===== src/design/dicc_pkg.sv =====
/*
 Constants, register map and carrier types for the interface configuration block.
 Assumes a 250 MHz core clock and an APB master with 32-bit data.
*/
`default_nettype none
package dicc_pkg;
	localparam logic [7:0]  ADDR_CTRL = 8'h00, ADDR_CENTER = 8'h04, ADDR_RANGE = 8'h08;
	localparam logic [7:0]  ADDR_REACQ = 8'h0c, ADDR_EXTREF = 8'h10, ADDR_BUFSZ = 8'h14;
	localparam logic [7:0]  ADDR_COMMIT = 8'h18, ADDR_STATUS = 8'h1c, ADDR_REPORT = 8'h20;
	localparam int          CTRL_BER = 0, CTRL_RS = 4, CTRL_TXSRC = 8, CTRL_PHASE = 12;
	localparam int          CTRL_BUFCLK = 16, CTRL_UNITS = 20, CTRL_DNI = 21;
	localparam int          ST_REJ = 8, ST_ACQ = 4, ST_FAULT = 0, RP_DEPTH = 8;
	localparam logic [1:0]  RS_OFF = 2'h0, RS_ON = 2'h1, RS_BYPASS = 2'h2;
	localparam logic [1:0]  SRC_INT = 2'h0, SRC_EXT = 2'h1, SRC_TERR = 2'h2;
	localparam logic [1:0]  PH_NORM = 2'h0, PH_INV = 2'h1, PH_AUTO = 2'h2;
	localparam logic [2:0]  BCLK_EXT = 3'h2, BCLK_MAX = 3'h4, BER_MAX = 3'h6;
	localparam logic [3:0]  BER_EXP_OFS = 4'h2;
	localparam logic signed [16:0] CENTER_MIN = -17'sd30000, CENTER_MAX = 17'sd30000;
	localparam logic [15:0] RANGE_MAX = 16'hea60;
	localparam logic [9:0]  REACQ_MAX = 10'h3e7;
	localparam logic [13:0] EXTREF_MIN = 14'h0008, EXTREF_MAX = 14'h2710, BCLK_EXT_MIN = 14'h0020;
	localparam logic [17:0] MS_MAX = 18'h00063, DNI_MS_MAX = 18'h00020;
	localparam logic [17:0] BITS_MIN = 18'h00020, BITS_MAX = 18'h3ffff;
	localparam logic [18:0] BITS_TOP = 19'h40000;
	localparam int unsigned CLK_HZ = 250000000, ONE_SEC_S = 1;
	localparam int unsigned SEC_CYCLES_DEF = ONE_SEC_S * CLK_HZ;
	localparam logic [17:0] BUFSZ_RST = 18'h00180;
	localparam logic [13:0] EXTREF_RST = 14'h0608;
	typedef enum logic [2:0] {
		ACQ_NORMAL = 3'b001, ACQ_DIRECTED = 3'b010, ACQ_REACQ = 3'b100
	} dicc_acq_e;
	typedef struct packed {
		logic              psel;
		logic              penable;
		logic              pwrite;
		logic [7:0]        paddr;
		logic [31:0]       pwdata;
	} dicc_apb_s;
	typedef struct packed {
		logic [2:0]        ber_thr;
		logic [1:0]        rs_mode;
		logic [1:0]        tx_src;
		logic [1:0]        tx_phase;
		logic [2:0]        buf_clk;
		logic              buf_ms;
		logic              dni;
		logic signed [16:0] center;
		logic [15:0]       range;
		logic [9:0]        reacq;
		logic [13:0]       extref;
		logic [17:0]       bufsz;
	} dicc_cfg_s;
	localparam dicc_cfg_s CFG_RST = '{3'h0, RS_OFF, SRC_TERR, PH_AUTO, 3'h0, 1'b0, 1'b0,
		17'sd0, RANGE_MAX, 10'h000, EXTREF_RST, BUFSZ_RST};
endpackage
`default_nettype wire


===== src/design/dicc_top.sv =====
/*
 Interface configuration and supervision block: APB register file with shadow
 settings, commit logic, acquisition sweep control, outer decoder mode, clock
 selection and buffer depth. Assumes the pins LOCK_I, EXTERNAL_REFERENCE_CLOCK_OK_I, TERR_CLK_OK_I
 and TX_PHASE_ERR_I are asynchronous; all other inputs share CORE_CLK_I.
*/
// The APB interface to the registers and the register addresses were chosen for this implementation.
`default_nettype none
module dicc_top #(
	parameter int unsigned SEC_CYCLES = dicc_pkg::SEC_CYCLES_DEF
) (
	input  wire logic              CORE_CLK_I,
	input  wire logic              RESET_I,
	input  wire logic              CE_I,
	input  wire dicc_pkg::dicc_apb_s APB_I,
	output logic [31:0]            APB_PRDATA_O,
	output logic                   APB_PREADY_O,
	output logic                   APB_PSLVERR_O,
	input  wire logic              LOCK_I,
	input  wire logic              EXTERNAL_REFERENCE_CLOCK_OK_I,
	input  wire logic              TERR_CLK_OK_I,
	input  wire logic              TX_PHASE_ERR_I,
	input  wire logic              RS_SUPPORT_I,
	input  wire logic              RX_RETUNE_I,
	input  wire logic [3:0]        INNER_BER_I,
	input  wire logic [3:0]        OUTER_BER_I,
	input  wire logic [13:0]       RX_RATE_KBPS_I,
	output logic                   RX_FAULT_O,
	output logic [3:0]             BER_REPORT_O,
	output logic                   RS_DECODER_EN_O,
	output logic                   RS_CORRECT_EN_O,
	output logic signed [16:0]     SWEEP_CENTER_O,
	output logic [15:0]            SWEEP_SPAN_O,
	output logic                   REACQ_ACTIVE_O,
	output logic [1:0]             TX_CLK_SEL_O,
	output logic                   TX_CLK_INV_O,
	output logic [2:0]             BUF_CLK_SEL_O,
	output logic [13:0]            EXTERNAL_REFERENCE_CLOCK_KHZ_O,
	output logic                   BUF_BYPASS_O,
	output logic [21:0]            BUF_DEPTH_O
);
	import dicc_pkg::*;

	dicc_cfg_s   sh, next_sh, act, next_act;
	logic [7:0]  rej, next_rej;
	logic [31:0] prdata, next_prdata;
	logic        pready, next_pready, pslverr, next_pslverr;
	logic [3:0]  sync1, sync2;
	logic        lock_q, perr_q, pick_inv, next_pick_inv;
	dicc_acq_e   state, next_state;
	logic [27:0] sec_cnt, next_sec_cnt;
	logic [9:0]  reacq_cnt, next_reacq_cnt;
	logic        wr_en, commit, mapped;
	logic [3:0]  ber_rep;
	logic        lock_s, ext_ok_s, terr_ok_s, perr_s;

	// Two-flop synchronisers; only sync2 is read by logic
	always_ff @(posedge CORE_CLK_I or posedge RESET_I) begin
		if (RESET_I) begin
			sync1 <= 4'h0;
			sync2 <= 4'h0;
		end else if (CE_I) begin
			sync1 <= {TX_PHASE_ERR_I, TERR_CLK_OK_I, EXTERNAL_REFERENCE_CLOCK_OK_I, LOCK_I};
			sync2 <= sync1;
		end
	end
	assign lock_s    = sync2[0];
	assign ext_ok_s  = sync2[1];
	assign terr_ok_s = sync2[2];
	assign perr_s    = sync2[3];

	// Bus decode; a write lands only on the completing access edge
	assign wr_en  = APB_I.psel && APB_I.penable && pready && APB_I.pwrite;
	assign commit = wr_en && (APB_I.paddr == ADDR_COMMIT);
	always_comb begin
		case (APB_I.paddr)
			ADDR_CTRL, ADDR_CENTER, ADDR_RANGE, ADDR_REACQ, ADDR_EXTREF,
			ADDR_BUFSZ, ADDR_COMMIT, ADDR_STATUS, ADDR_REPORT: mapped = 1'b1;
			default: mapped = 1'b0;
		endcase
	end

	// Read data is prepared in the setup cycle so every bus output is a flop
	always_comb begin
		next_pready  = APB_I.psel && !APB_I.penable && !pready;
		next_pslverr = APB_I.psel && !APB_I.penable && !mapped;
		next_prdata  = 32'h0;
		if (APB_I.psel && !APB_I.penable && !APB_I.pwrite) begin
			case (APB_I.paddr)
				ADDR_CTRL: begin
					next_prdata[CTRL_BER +: 3]    = sh.ber_thr;
					next_prdata[CTRL_RS +: 2]     = sh.rs_mode;
					next_prdata[CTRL_TXSRC +: 2]  = sh.tx_src;
					next_prdata[CTRL_PHASE +: 2]  = sh.tx_phase;
					next_prdata[CTRL_BUFCLK +: 3] = sh.buf_clk;
					next_prdata[CTRL_UNITS]       = sh.buf_ms;
					next_prdata[CTRL_DNI]         = sh.dni;
				end
				ADDR_CENTER: next_prdata = 32'(sh.center);
				ADDR_RANGE:  next_prdata[15:0] = sh.range;
				ADDR_REACQ:  next_prdata[9:0] = sh.reacq;
				ADDR_EXTREF: next_prdata[13:0] = sh.extref;
				ADDR_BUFSZ:  next_prdata[17:0] = sh.bufsz;
				ADDR_STATUS: begin
					next_prdata[ST_FAULT]     = RX_FAULT_O;
					next_prdata[ST_ACQ +: 3]  = state;
					next_prdata[ST_REJ +: 8]  = rej;
				end
				ADDR_REPORT: begin
					next_prdata[3:0]            = BER_REPORT_O;
					next_prdata[RP_DEPTH +: 22] = BUF_DEPTH_O;
				end
				default: next_prdata = 32'h0;
			endcase
		end
	end

	always_ff @(posedge CORE_CLK_I or posedge RESET_I) begin
		if (RESET_I) begin
			pready  <= 1'b0;
			pslverr <= 1'b0;
			prdata  <= 32'h0;
		end else if (CE_I) begin
			pready  <= next_pready;
			pslverr <= next_pslverr;
			prdata  <= next_prdata;
		end
	end

	// Shadow settings: software edits these freely, logic never sees them yet
	always_comb begin
		next_sh = sh;
		if (wr_en) begin
			case (APB_I.paddr)
				ADDR_CTRL: begin
					next_sh.ber_thr  = APB_I.pwdata[CTRL_BER +: 3];
					next_sh.rs_mode  = APB_I.pwdata[CTRL_RS +: 2];
					next_sh.tx_src   = APB_I.pwdata[CTRL_TXSRC +: 2];
					next_sh.tx_phase = APB_I.pwdata[CTRL_PHASE +: 2];
					next_sh.buf_clk  = APB_I.pwdata[CTRL_BUFCLK +: 3];
					next_sh.buf_ms   = APB_I.pwdata[CTRL_UNITS];
					next_sh.dni      = APB_I.pwdata[CTRL_DNI];
				end
				ADDR_CENTER: next_sh.center = $signed(APB_I.pwdata[16:0]);
				ADDR_RANGE:  next_sh.range  = APB_I.pwdata[15:0];
				ADDR_REACQ:  next_sh.reacq  = APB_I.pwdata[9:0];
				ADDR_EXTREF: next_sh.extref = APB_I.pwdata[13:0];
				ADDR_BUFSZ:  next_sh.bufsz  = APB_I.pwdata[17:0];
				default:     next_sh = sh;
			endcase
		end
	end

	always_ff @(posedge CORE_CLK_I or posedge RESET_I) begin
		if (RESET_I) begin
			sh <= CFG_RST;
		end else if (CE_I) begin
			sh <= next_sh;
		end
	end

	// Commit: each field except tx_src is checked; an out-of-range field keeps its old value
	// and raises its reject flag, so one bad entry cannot corrupt the rest
	always_comb begin
		next_act = act;
		next_rej = rej;
		if (wr_en && APB_I.paddr == ADDR_STATUS) begin
			next_rej = rej & ~APB_I.pwdata[ST_REJ +: 8];
		end
		if (commit) begin
			if (sh.ber_thr <= BER_MAX) next_act.ber_thr = sh.ber_thr;
			else next_rej[7] = 1'b1;
			if (sh.rs_mode == RS_ON && !RS_SUPPORT_I) begin
				next_rej[0] = 1'b1;
			end else if (sh.rs_mode <= RS_BYPASS) begin
				next_act.rs_mode = sh.rs_mode;
			end else begin
				next_rej[0] = 1'b1;
			end
			if (sh.center >= CENTER_MIN && sh.center <= CENTER_MAX) begin
				next_act.center = sh.center;
			end else begin
				next_rej[1] = 1'b1;
			end
			if (sh.range <= RANGE_MAX) next_act.range = sh.range;
			else next_rej[2] = 1'b1;
			if (sh.reacq <= REACQ_MAX) next_act.reacq = sh.reacq;
			else next_rej[3] = 1'b1;
			if (sh.extref >= EXTREF_MIN && sh.extref <= EXTREF_MAX) begin
				next_act.extref = sh.extref;
			end else begin
				next_rej[4] = 1'b1;
			end
			// Reference as buffer clock needs the 32 kHz floor
			if (sh.buf_clk <= BCLK_MAX && !(sh.buf_clk == BCLK_EXT
				&& next_act.extref < BCLK_EXT_MIN)) begin
				next_act.buf_clk = sh.buf_clk;
			end else begin
				next_rej[5] = 1'b1;
			end
			// Mode, units and depth move together; a refused depth keeps all three,
			// so drop-insert can never sit on a depth beyond its limit
			if (sh.dni) begin
				if (sh.bufsz != 18'h0 && sh.bufsz <= DNI_MS_MAX) begin
					next_act.dni    = 1'b1;
					next_act.buf_ms = 1'b1;
					next_act.bufsz  = sh.bufsz;
				end else begin
					next_rej[6] = 1'b1;
				end
			end else if (sh.buf_ms && sh.bufsz <= MS_MAX) begin
				next_act.dni    = 1'b0;
				next_act.buf_ms = 1'b1;
				next_act.bufsz  = sh.bufsz;
			end else if (!sh.buf_ms && sh.bufsz >= BITS_MIN && sh.bufsz[3:0] == 4'h0) begin
				next_act.dni    = 1'b0;
				next_act.buf_ms = 1'b0;
				next_act.bufsz  = sh.bufsz;
			end else begin
				next_rej[6] = 1'b1;
			end
			next_act.tx_src = sh.tx_src;
			if (sh.tx_phase <= PH_AUTO) next_act.tx_phase = sh.tx_phase;
			else next_rej[7] = 1'b1;
		end
		// Retune wins over a same-cycle commit of decoder on
		if (RX_RETUNE_I) next_act.rs_mode = RS_OFF;
	end

	always_ff @(posedge CORE_CLK_I or posedge RESET_I) begin
		if (RESET_I) begin
			act <= CFG_RST;
			rej <= 8'h00;
		end else if (CE_I) begin
			act <= next_act;
			rej <= next_rej;
		end
	end

	// Acquisition sweep: lock loss with a nonzero timer enters narrow sweep
	always_comb begin
		dicc_acq_e base;
		base = (act.range == RANGE_MAX) ? ACQ_NORMAL : ACQ_DIRECTED;
		next_state     = state;
		next_sec_cnt   = sec_cnt;
		next_reacq_cnt = reacq_cnt;
		case (state)
			ACQ_NORMAL, ACQ_DIRECTED: begin
				next_state   = base;
				next_sec_cnt = 28'h0;
				if (lock_q && !lock_s && act.reacq != 10'h0) begin
					next_state     = ACQ_REACQ;
					next_reacq_cnt = act.reacq;
				end
			end
			ACQ_REACQ: begin
				if (sec_cnt == 28'(SEC_CYCLES - 1)) begin
					next_sec_cnt   = 28'h0;
					next_reacq_cnt = reacq_cnt - 10'h1;
				end else begin
					next_sec_cnt = sec_cnt + 28'h1;
				end
				if (lock_s || reacq_cnt == 10'h0) next_state = base;
			end
			default: next_state = ACQ_NORMAL;
		endcase
	end

	always_ff @(posedge CORE_CLK_I or posedge RESET_I) begin
		if (RESET_I) begin
			state     <= ACQ_NORMAL;
			sec_cnt   <= 28'h0;
			reacq_cnt <= 10'h0;
			lock_q    <= 1'b0;
		end else if (CE_I) begin
			state     <= next_state;
			sec_cnt   <= next_sec_cnt;
			reacq_cnt <= next_reacq_cnt;
			lock_q    <= lock_s;
		end
	end

	// Auto phase flips its choice on each rising phase-error indication
	always_comb begin
		next_pick_inv = pick_inv;
		if (act.tx_phase == PH_AUTO && perr_s && !perr_q) next_pick_inv = !pick_inv;
	end

	always_ff @(posedge CORE_CLK_I or posedge RESET_I) begin
		if (RESET_I) begin
			pick_inv <= 1'b0;
			perr_q   <= 1'b0;
		end else if (CE_I) begin
			pick_inv <= next_pick_inv;
			perr_q   <= perr_s;
		end
	end

	// Reported error ratio source follows the decoder mode
	assign ber_rep = (act.rs_mode == RS_ON) ? OUTER_BER_I : INNER_BER_I;

	// Registered outputs; a lost source drops the transmit clock select back to the internal clock
	always_ff @(posedge CORE_CLK_I or posedge RESET_I) begin
		if (RESET_I) begin
			RX_FAULT_O      <= 1'b0;
			BER_REPORT_O    <= 4'h0;
			RS_DECODER_EN_O <= 1'b0;
			RS_CORRECT_EN_O <= 1'b0;
			SWEEP_CENTER_O  <= 17'sd0;
			SWEEP_SPAN_O    <= RANGE_MAX;
			REACQ_ACTIVE_O  <= 1'b0;
			TX_CLK_SEL_O    <= SRC_INT;
			TX_CLK_INV_O    <= 1'b0;
			BUF_CLK_SEL_O   <= 3'h0;
			EXTERNAL_REFERENCE_CLOCK_KHZ_O   <= EXTREF_RST;
			BUF_BYPASS_O    <= 1'b0;
			BUF_DEPTH_O     <= 22'h0;
		end else if (CE_I) begin
			// Exponent form: ratio 1e-n arrives as n, so smaller n is worse
			RX_FAULT_O <= act.ber_thr != 3'h0
				&& ber_rep < {1'b0, act.ber_thr} + BER_EXP_OFS;
			BER_REPORT_O    <= ber_rep;
			RS_DECODER_EN_O <= act.rs_mode != RS_OFF;
			RS_CORRECT_EN_O <= act.rs_mode == RS_ON;
			SWEEP_CENTER_O  <= act.center;
			case (state)
				ACQ_REACQ:    SWEEP_SPAN_O <= act.range / 16'd10;
				ACQ_DIRECTED: SWEEP_SPAN_O <= act.range;
				default:      SWEEP_SPAN_O <= RANGE_MAX;
			endcase
			REACQ_ACTIVE_O <= state == ACQ_REACQ;
			if ((act.tx_src == SRC_EXT && ext_ok_s) || (act.tx_src == SRC_TERR && terr_ok_s)) begin
				TX_CLK_SEL_O <= act.tx_src;
			end else begin
				TX_CLK_SEL_O <= SRC_INT;
			end
			TX_CLK_INV_O  <= (act.tx_phase == PH_INV)
				|| (act.tx_phase == PH_AUTO && pick_inv);
			BUF_CLK_SEL_O <= act.buf_clk;
			EXTERNAL_REFERENCE_CLOCK_KHZ_O <= act.extref;
			BUF_BYPASS_O  <= act.buf_ms && act.bufsz == 18'h0;
			// Rate in kbit/s equals bits per millisecond
			if (act.buf_ms) begin
				// Widen before the product; at 14 bits fast rates would wrap
				BUF_DEPTH_O <= 22'(act.bufsz[6:0]) * 22'(RX_RATE_KBPS_I);
			end else begin
				BUF_DEPTH_O <= 22'(act.bufsz);
			end
		end
	end

	assign APB_PRDATA_O  = prdata;
	assign APB_PREADY_O  = pready;
	assign APB_PSLVERR_O = pslverr;
endmodule
`default_nettype wire


===== config.mk =====
export PLATFORM = sky130hd
export DESIGN_NAME = dicc_top
export DESIGN_NICKNAME = d
export VERILOG_FILES = /design/src/design/dicc_pkg.sv /design/src/design/dicc_top.sv
export SDC_FILE = /design/constraint.sdc
export NUM_CORES = 1
export LEC_CHECK = 0
export BUFFER_PORTS_ARGS = -buffer_cell sky130_fd_sc_hd__buf_2
export CORE_ASPECT_RATIO = 1.25
export CORE_MARGIN = 3
export CORE_UTILIZATION = 30
export CTS_BUF_LIST = sky130_fd_sc_hd__clkbuf_4
export CTS_CLUSTER_DIAMETER = 120
export DETAILED_ROUTE_END_ITERATION = 6
export SLEW_MARGIN = 20
export SYNTH_ARGS = -nofsm -noshare
export SYNTH_HDL_FRONTEND = slang
export SYNTH_SLANG_ARGS = --single-unit

===== constraint.sdc =====
create_clock -name CORE_CLK_I -period 15.1 [get_ports CORE_CLK_I]
set_input_delay 3.02 -clock CORE_CLK_I [delete_from_list [all_inputs] [get_ports CORE_CLK_I]]
set_output_delay 3.02 -clock CORE_CLK_I [all_outputs]
set_load 0.01 [all_outputs]

==> results of run 1 <==
==> routing by layer <==
metal | global-route usage [%] | routed length, um | vias to the layer above
met4 | 7.85 | 2490 | 0
li1 | - | - | 7519
met3 | 4.21 | 4740 | 142
met2 | 28.2 | 29500 | 641
met5 | 0 | 0 | -
met1 | 22.4 | 26300 | 8273
==> power by group through the flow <==
stage	registers [mW]	logic (mW)	clock network (mW)
6_report	1.02	0.227	0.858
5_1_grt	1.02	0.252	0.944
4_1_cts	1.02	0.229	0.893
3_5_place_dp	1.03	0.228	0
3_3_place_gp	1.03	0.222	0
2_1_floorplan	1.02	0.139	0
==> flip-flops by register name (all words and copies together), names as in the netlist, 8 cells and up, named ones only <==
signal	cells
act	83
SWEEP_CENTER_O	17
EXTERNAL_REFERENCE_CLOCK_KHZ_O	14
rej	8
SWEEP_SPAN_O	16
sh	89
sec_cnt	28
reacq_cnt	10
BUF_DEPTH_O	21
APB_PRDATA_O	31
==> worst register-to-register path, stage by stage (launching register included) <==
cell	delay, ns
dfrtp_1	0.77
nand2_1	0.18
fa_1	0.52
fa_1	0.54
fa_1	0.56
inv_1	0.06
fa_1	0.47
ha_1	0.31
inv_1	0.09
o21bai_1	0.08
a21oi_1	0.22
o21bai_1	0.09
a21oi_1	0.22
o21bai_1	0.10
a21oi_1	0.22
o21bai_1	0.12
a211oi_1	0.33
o311ai_0	0.27
a21o_1	0.23
a21oi_1	0.17
xnor2_1	0.16
o2bb2ai_1	0.09
==> stage by stage <==
| step | hold slack, ns | util, % |
|---|---|---|
| final | 0.465 | 34.8 |
| after floorplan | 0.439 | - |
| after CTS | 0.458 | 34.8 |
| after global routing | 0.482 | 34.8 |
| after detailed placement | 0.462 | 33.0 |
| after global placement | 0.454 | 33.0 |
==> cell usage after synthesis (13+ instances only) <==
cell	count
fa_1	59
a31oi_1	14
nand3_1	28
a21oi_1	100
and2_1	33
xor2_1	20
nor2b_1	18
a221oi_1	19
inv_1	105
nor3_1	32
and3_1	15
ha_1	45
dfrtp_1	314
o2bb2ai_1	20
buf_1	13
o21ai_0	89
nor3b_1	13
xnor2_1	27
nor2_1	162
dfstp_2	39
nand2_1	189
a211oi_1	16
nor4_1	20
mux2i_1	40
a21o_1	13
clkbuf_1	89
mux2_2	212
==> cell families after synthesis <==
kind of cell,synth area share (%)
compound gates,13.9
xor+xnor,2.17
fa+ha+maj,8.73
buf+inv,4.21
flops,43.4
mux,13.6
other cells,0.0183
simple gates,13.9
==> area by class of cell <==
type                    count  area, um2  area share, %
well taps                 864       1080           4.62
clock inverters            41        236           1.01
multi-input cells        1413      10700           45.9
flip-flops and latches    353       8880           38.0
inverters                 107        409           1.75
clock buffers             131        983           4.20
repair buffers            199       1060           4.54
diodes                      1       2.50         0.0107
==> worst min path at each step <==
stage | startpoint | end | slack (ns) | cells after the start
after floorplan | sh[83]$_DFFE_PP1P_ | act[83]$_DFFE_PP1P_ | 0.44 | 2
after global placement | sh[83]$_DFFE_PP1P_ | act[83]$_DFFE_PP1P_ | 0.45 | 2
after detailed placement | sh[83]$_DFFE_PP1P_ | act[83]$_DFFE_PP1P_ | 0.46 | 2
after CTS | act[67]$_DFFE_PP0P_ | SWEEP_CENTER_O[9]$_DFFE_PP0P_ | 0.46 | 1
after global routing | act[67]$_DFFE_PP0P_ | SWEEP_CENTER_O[9]$_DFFE_PP0P_ | 0.48 | 1
final | act[67]$_DFFE_PP0P_ | SWEEP_CENTER_O[9]$_DFFE_PP0P_ | 0.46 | 1
==> flow_summary.yaml, run 1 <==
run_status:
  status: "finished, final reports clean"
timing:
  drv_slew: 0
  worst_slew_pin_slew_ns: 0.952
  rsz0062_at_grt: "false"
  skew_ns: 0.0924
  setup_tns_ns: 0
  setup_viol: 0
  min_period_over_period_pct: 49.8
  setup_ws_ns: 7.58
  slew_headroom_pct: 34.9
  min_period_ns: 7.52
  hold_viol: 0
  max_freq_mhz: 133
finish:
  drive_gt1_share_pct: 27.7
  fillCellCount: 6789
  final_cell_mix: "dfrtp_1, mux2_2, nand2_1"
  fin_nets: 2346
  final_cells: 3109
  final_common_cell: "dfrtp_1"
  syn_to_final_growth_pct: 14.4
  final_area_um2: 23400
floorplanning:
  dieArea_um2: 71400
  ios: 192
  die_x_um: 240
  start_util_pct: 30.4
  core_um2: 67200
  rows: 106
  die_y_um: 298
power_and_ir_drop:
  power_switching_share_pct: 29.9
  seqPwrFrac_pct: 48.4
  power_switching_uw: 629
  ir_worst_vdd_mv: 0.0542
  power_mw: 2.10
  power.internal_mw: 1.47
  p_leak_nw: 11.2
  comb_power_share_pct: 10.8
  pwr-share-clk_pct: 40.8
  p_per_area_nw_per_um2: 89.9
global_route:
  grt_start_max_net_pins: 170
  antenna_found_initial: 1
  grt_overflow: 0
  gr-usage-all-layers_pct: 17.6
  grt_pass1_wl_um: 98200
  grt_pass1_vias: 16900
critical_path:
  critPathMaxStageDelay_ns: 0.56
  start_kind: "input port"
  rr_worst_depth: 21
  endpoint: "BUF_DEPTH_O[20]$_DFFE_PP0P_"
  path_delay_family: "adder cells"
  reg2reg_to: "BUF_DEPTH_O[20]$_DFFE_PP0P_"
  crit_chain: "buf_2 > and2_1 > fa_1 > inv_1 > fa_1 > fa_1 > inv_1 > fa_1 > ha_1 > inv_1 > o21bai_1 > a21oi_1 > o21bai_1 > a21oi_1 > o21bai_1 > a21oi_1 > o21bai_1 > a211oi_1 > o311ai_0 > a21o_1 > a21oi_1 > xnor2_1 > o2bb2ai_1"
  reg2reg_slack_ns: 9.18
  cp.arrival_ns: 8.20
  critPathSlowestCell: "fa_1"
  end_kind: "register"
  crit_fanout: 7
  critical_path_buf_inv_count: 4
  path_class: "input port to register"
  worst-path-stages: 23
  critPathLaunch: "RX_RATE_KBPS_I[3]"
  r2r_start: "act[5]$_DFFE_PP0P_"
  required_ns: 15.79
worst_hold_path:
  holdCritPathClass: "register to register"
synth:
  synth_top_area_share_pct: 38.4
  yosysTopAreaCell: "dfrtp_1"
  synth_edf_count: 0
  syn_area_um2: 20400
  synth.area.top_cells: "dfrtp_1, mux2_2, fa_1"
  synth.ff_latch_count: 353
  synth_async_sr_flop_share_pct: 100
  seq_area_frac_synth_pct: 43.4
  synthCells: 1988
  yosys.cell_types.count: 85
  synth_nets: 2166
  yosysWarnings: 0
  synth-main-ff-cell: "dfrtp_1"
  postSynthAreaPerCell_um2: 10.3
route:
  drtAntennaViolNets: 0
  wl_um: 63000
  wl_per_cell_um: 20.3
  vias: 16600
  drcViolationCount: 0
  drt_iter0_markers: 1261
  via_per_inst: 5.33
  firstDrtPassIters: 7
placement:
  gp_congestion: 0.887
  place_ws_ns: 6.79
  hpwl_um: 45900
  io_buffers: 179
  placedCellCount: 2936
  place_area_um2: 22200
cts:
  cts.repair.resized: 0
  worstSkewPairLatency_ns: 0.89
  cts.sinks: 353
  clk_root_buffer_cell: "clkbuf_4"
  clk_path_buf_depth: 3
  ctsHoldBuffers: 0
  cts.clk_slew.worst_paths_ns: 0.07
  h-tree-depth: 3
  numCtsBuffers: 94
  postCtsSetupBuffers: 0
  cts_tree: "built"
flow_run:
  cap_violations: 0
Power figures use the tool's default switching activity.
==> inputs of run 2 (changes only) <==
==> constraint.sdc (replaced) <==
create_clock -name CORE_CLK_I -period 6.1 [get_ports CORE_CLK_I]
set_input_delay 1.22 -clock CORE_CLK_I [delete_from_list [all_inputs] [get_ports CORE_CLK_I]]
set_output_delay 1.22 -clock CORE_CLK_I [all_outputs]
set_load 0.01 [all_outputs]
==> flow_summary.yaml, run 2 (synthesis gave the netlist of run 1 again) <==
cts:
  cts.sinks: 353
  clk_root_buffer_cell: "clkbuf_4"
  worstSkewPairLatency_ns: 0.89
  cts.clk_slew.worst_paths_ns: 0.07
  cts_tree: "built"
  clk_path_buf_depth: 3
  postCtsSetupBuffers: 0
  numCtsBuffers: 92
  h-tree-depth: 3
floorplanning:
  ios: 192
  core_um2: 67200
  die_y_um: 298
  start_util_pct: 30.4
  rows: 106
  die_x_um: 240
  dieArea_um2: 71400
power_and_ir_drop:
  ir_worst_vdd_mv: 0.112
  p_leak_nw: 11.4
  p_per_area_nw_per_um2: 223
critical_path:
  path_class: "register to register"
  start_kind: "register"
  critPathMaxStageDelay_ns: 0.60
  critical_path_buf_inv_count: 3
  reg2reg_to: "BUF_DEPTH_O[20]$_DFFE_PP0P_"
  crit_fanout: 14
  end_kind: "register"
  rr_worst_depth: 22
  reg2reg_slack_ns: 0.42
  r2r_start: "act[3]$_DFFE_PP0P_"
  critPathSlowestCell: "dfrtp_1"
  path_delay_family: "adder cells"
  cp.arrival_ns: 6.35
  required_ns: 6.77
  crit_chain: "and2_1 > fa_1 > inv_1 > fa_1 > fa_1 > inv_1 > fa_1 > ha_1 > inv_1 > o21bai_1 > a21oi_1 > o21bai_1 > a21oi_1 > o21bai_1 > a21oi_1 > o21bai_1 > a211oi_1 > o311ai_0 > a21o_1 > a21oi_1 > xnor2_1 > o2bb2ai_1"
route:
  drtAntennaViolNets: 0
  via_per_inst: 5.30
  firstDrtPassIters: 5
  wl_per_cell_um: 20.2
  drt_iter0_markers: 1179
  wl_um: 63400
  wl_met1_um: 26300
  routed.top_layer: "met4"
  vias: 16700
  wl_met3_um: 4580
  wl_met2_um: 29900
  drcViolationCount: 0
timing:
  slew_headroom_pct: 31.1
  skew_ns: 0.0756
  hold_viol: 0
  setup_viol: 0
  min_period_ns: 5.68
  setup_ws_ns: 0.419
  max_freq_mhz: 176
  worst_slew_pin_slew_ns: 1.03
  drv_slew: 0
  rsz0062_at_grt: "false"
  min_period_over_period_pct: 93.1
finish:
  final_cells: 3141
  final_cell_mix: "dfrtp_1, mux2_2, nand2_1"
  final_common_cell: "dfrtp_1"
  largest_reg_flops: 89
  regMostFlops: "sh"
  drive_gt1_share_pct: 29.1
  fin_nets: 2372
  syn_to_final_growth_pct: 15.8
  final_area_um2: 23700
placement:
  place_ws_ns: -0.105
  hpwl_um: 46500
  gp_congestion: 0.887
  placedCellCount: 2964
  io_buffers: 179
  place_area_um2: 22400
global_route:
  gr-usage-all-layers_pct: 17.6
  grt_start_max_net_pins: 184
  grt_overflow: 0
  antenna_found_initial: 3
  grt_pass1_vias: 17100
  grt_pass1_wl_um: 98900
worst_hold_path:
  holdCritPathClass: "input port to async pin"
run_status:
  status: "finished, final reports clean"
flow_run:
  cap_violations: 0
## run 2: changes by cell type in the layout (fill, tap and decap cells not counted), sizes merged
cell	previous run	this run
clkinv	39	27
clkbuf	131	142
diode	1	5
inv	109	108
buf	199	227
clkinvlp	0	1
bufinv	0	1
## run 2: worst max path at each step
stage | from | cells after the start | to | slack [ns]
global route | act[3]$_DFFE_PP0P_ | 22 | BUF_DEPTH_O[20]$_DFFE_PP0P_ | 0.08
floorplan | RX_RATE_KBPS_I[3] | 22 | BUF_DEPTH_O[20]$_DFFE_PP0P_ | 0.17
global placement | RX_RATE_KBPS_I[3] | 23 | BUF_DEPTH_O[20]$_DFFE_PP0P_ | -0.11
detailed placement | RX_RATE_KBPS_I[3] | 23 | BUF_DEPTH_O[20]$_DFFE_PP0P_ | -0.11
CTS | act[5]$_DFFE_PP0P_ | 21 | BUF_DEPTH_O[20]$_DFFE_PP0P_ | 0.33
finish | act[3]$_DFFE_PP0P_ | 22 | BUF_DEPTH_O[20]$_DFFE_PP0P_ | 0.42
## run 2: worst register-to-register path: cells and delay by family, from the launching register on
kind,cells,cell delay (ns)
fa+ha+maj,5,2.36
compound gates,12,1.94
flops,1,0.60
simple gates,1,0.28
buf+inv,3,0.20
xor+xnor,1,0.13
## run 2: cell type report
cell class / count / area, um2
Antenna cell: 5 / 12.5
Clock buffer: 142 / 1070
Multi-Input combinational cell: 1413 / 10700
Sequential cell: 353 / 8880
Fill cell: 6734 / 43600
Clock inverter: 30 / 211
Tap cell: 864 / 1080
Timing Repair Buffer: 227 / 1280
Inverter: 107 / 405
## run 2: power breakdown
part | total (mW) | internal [mW] | leakage [nW] | switching (mW)
clock network | 2.20 | 1.13 | 0.754 | 1.07
logic | 0.565 | 0.193 | 5.98 | 0.372
registers | 2.52 | 2.43 | 4.67 | 0.0850
total | 5.28 | 3.76 | 11.4 | 1.52
## run 2: timing repair
item                                    CTS  global route
gates resized for setup                   0             1
endpoints found under the setup margin    0             1
hold buffers                              0             0
## run 2: through the flow
stage	total power, mW	hold slack (ns)	setup TNS, ns	util [%]
5_1_grt	5.55	0.269	0	35.2
4_1_cts	5.37	0.265	0	35.2
3_5_place_dp	3.13	0.454	-0.105	33.3
2_1_floorplan	2.88	0.439	0	-
3_3_place_gp	3.11	0.457	-0.108	33.3
6_report	5.28	0.327	0	35.2
## run 2: metal layers
| layer | vias up | global-route usage (%) |
|---|---|---|
| met4 | 0 | 8.14 |
| met1 | 8345 | 22.6 |
| met2 | 609 | 28.0 |
| met3 | 128 | 4.24 |
| li1 | 7579 | - |
| met5 | - | 0 |
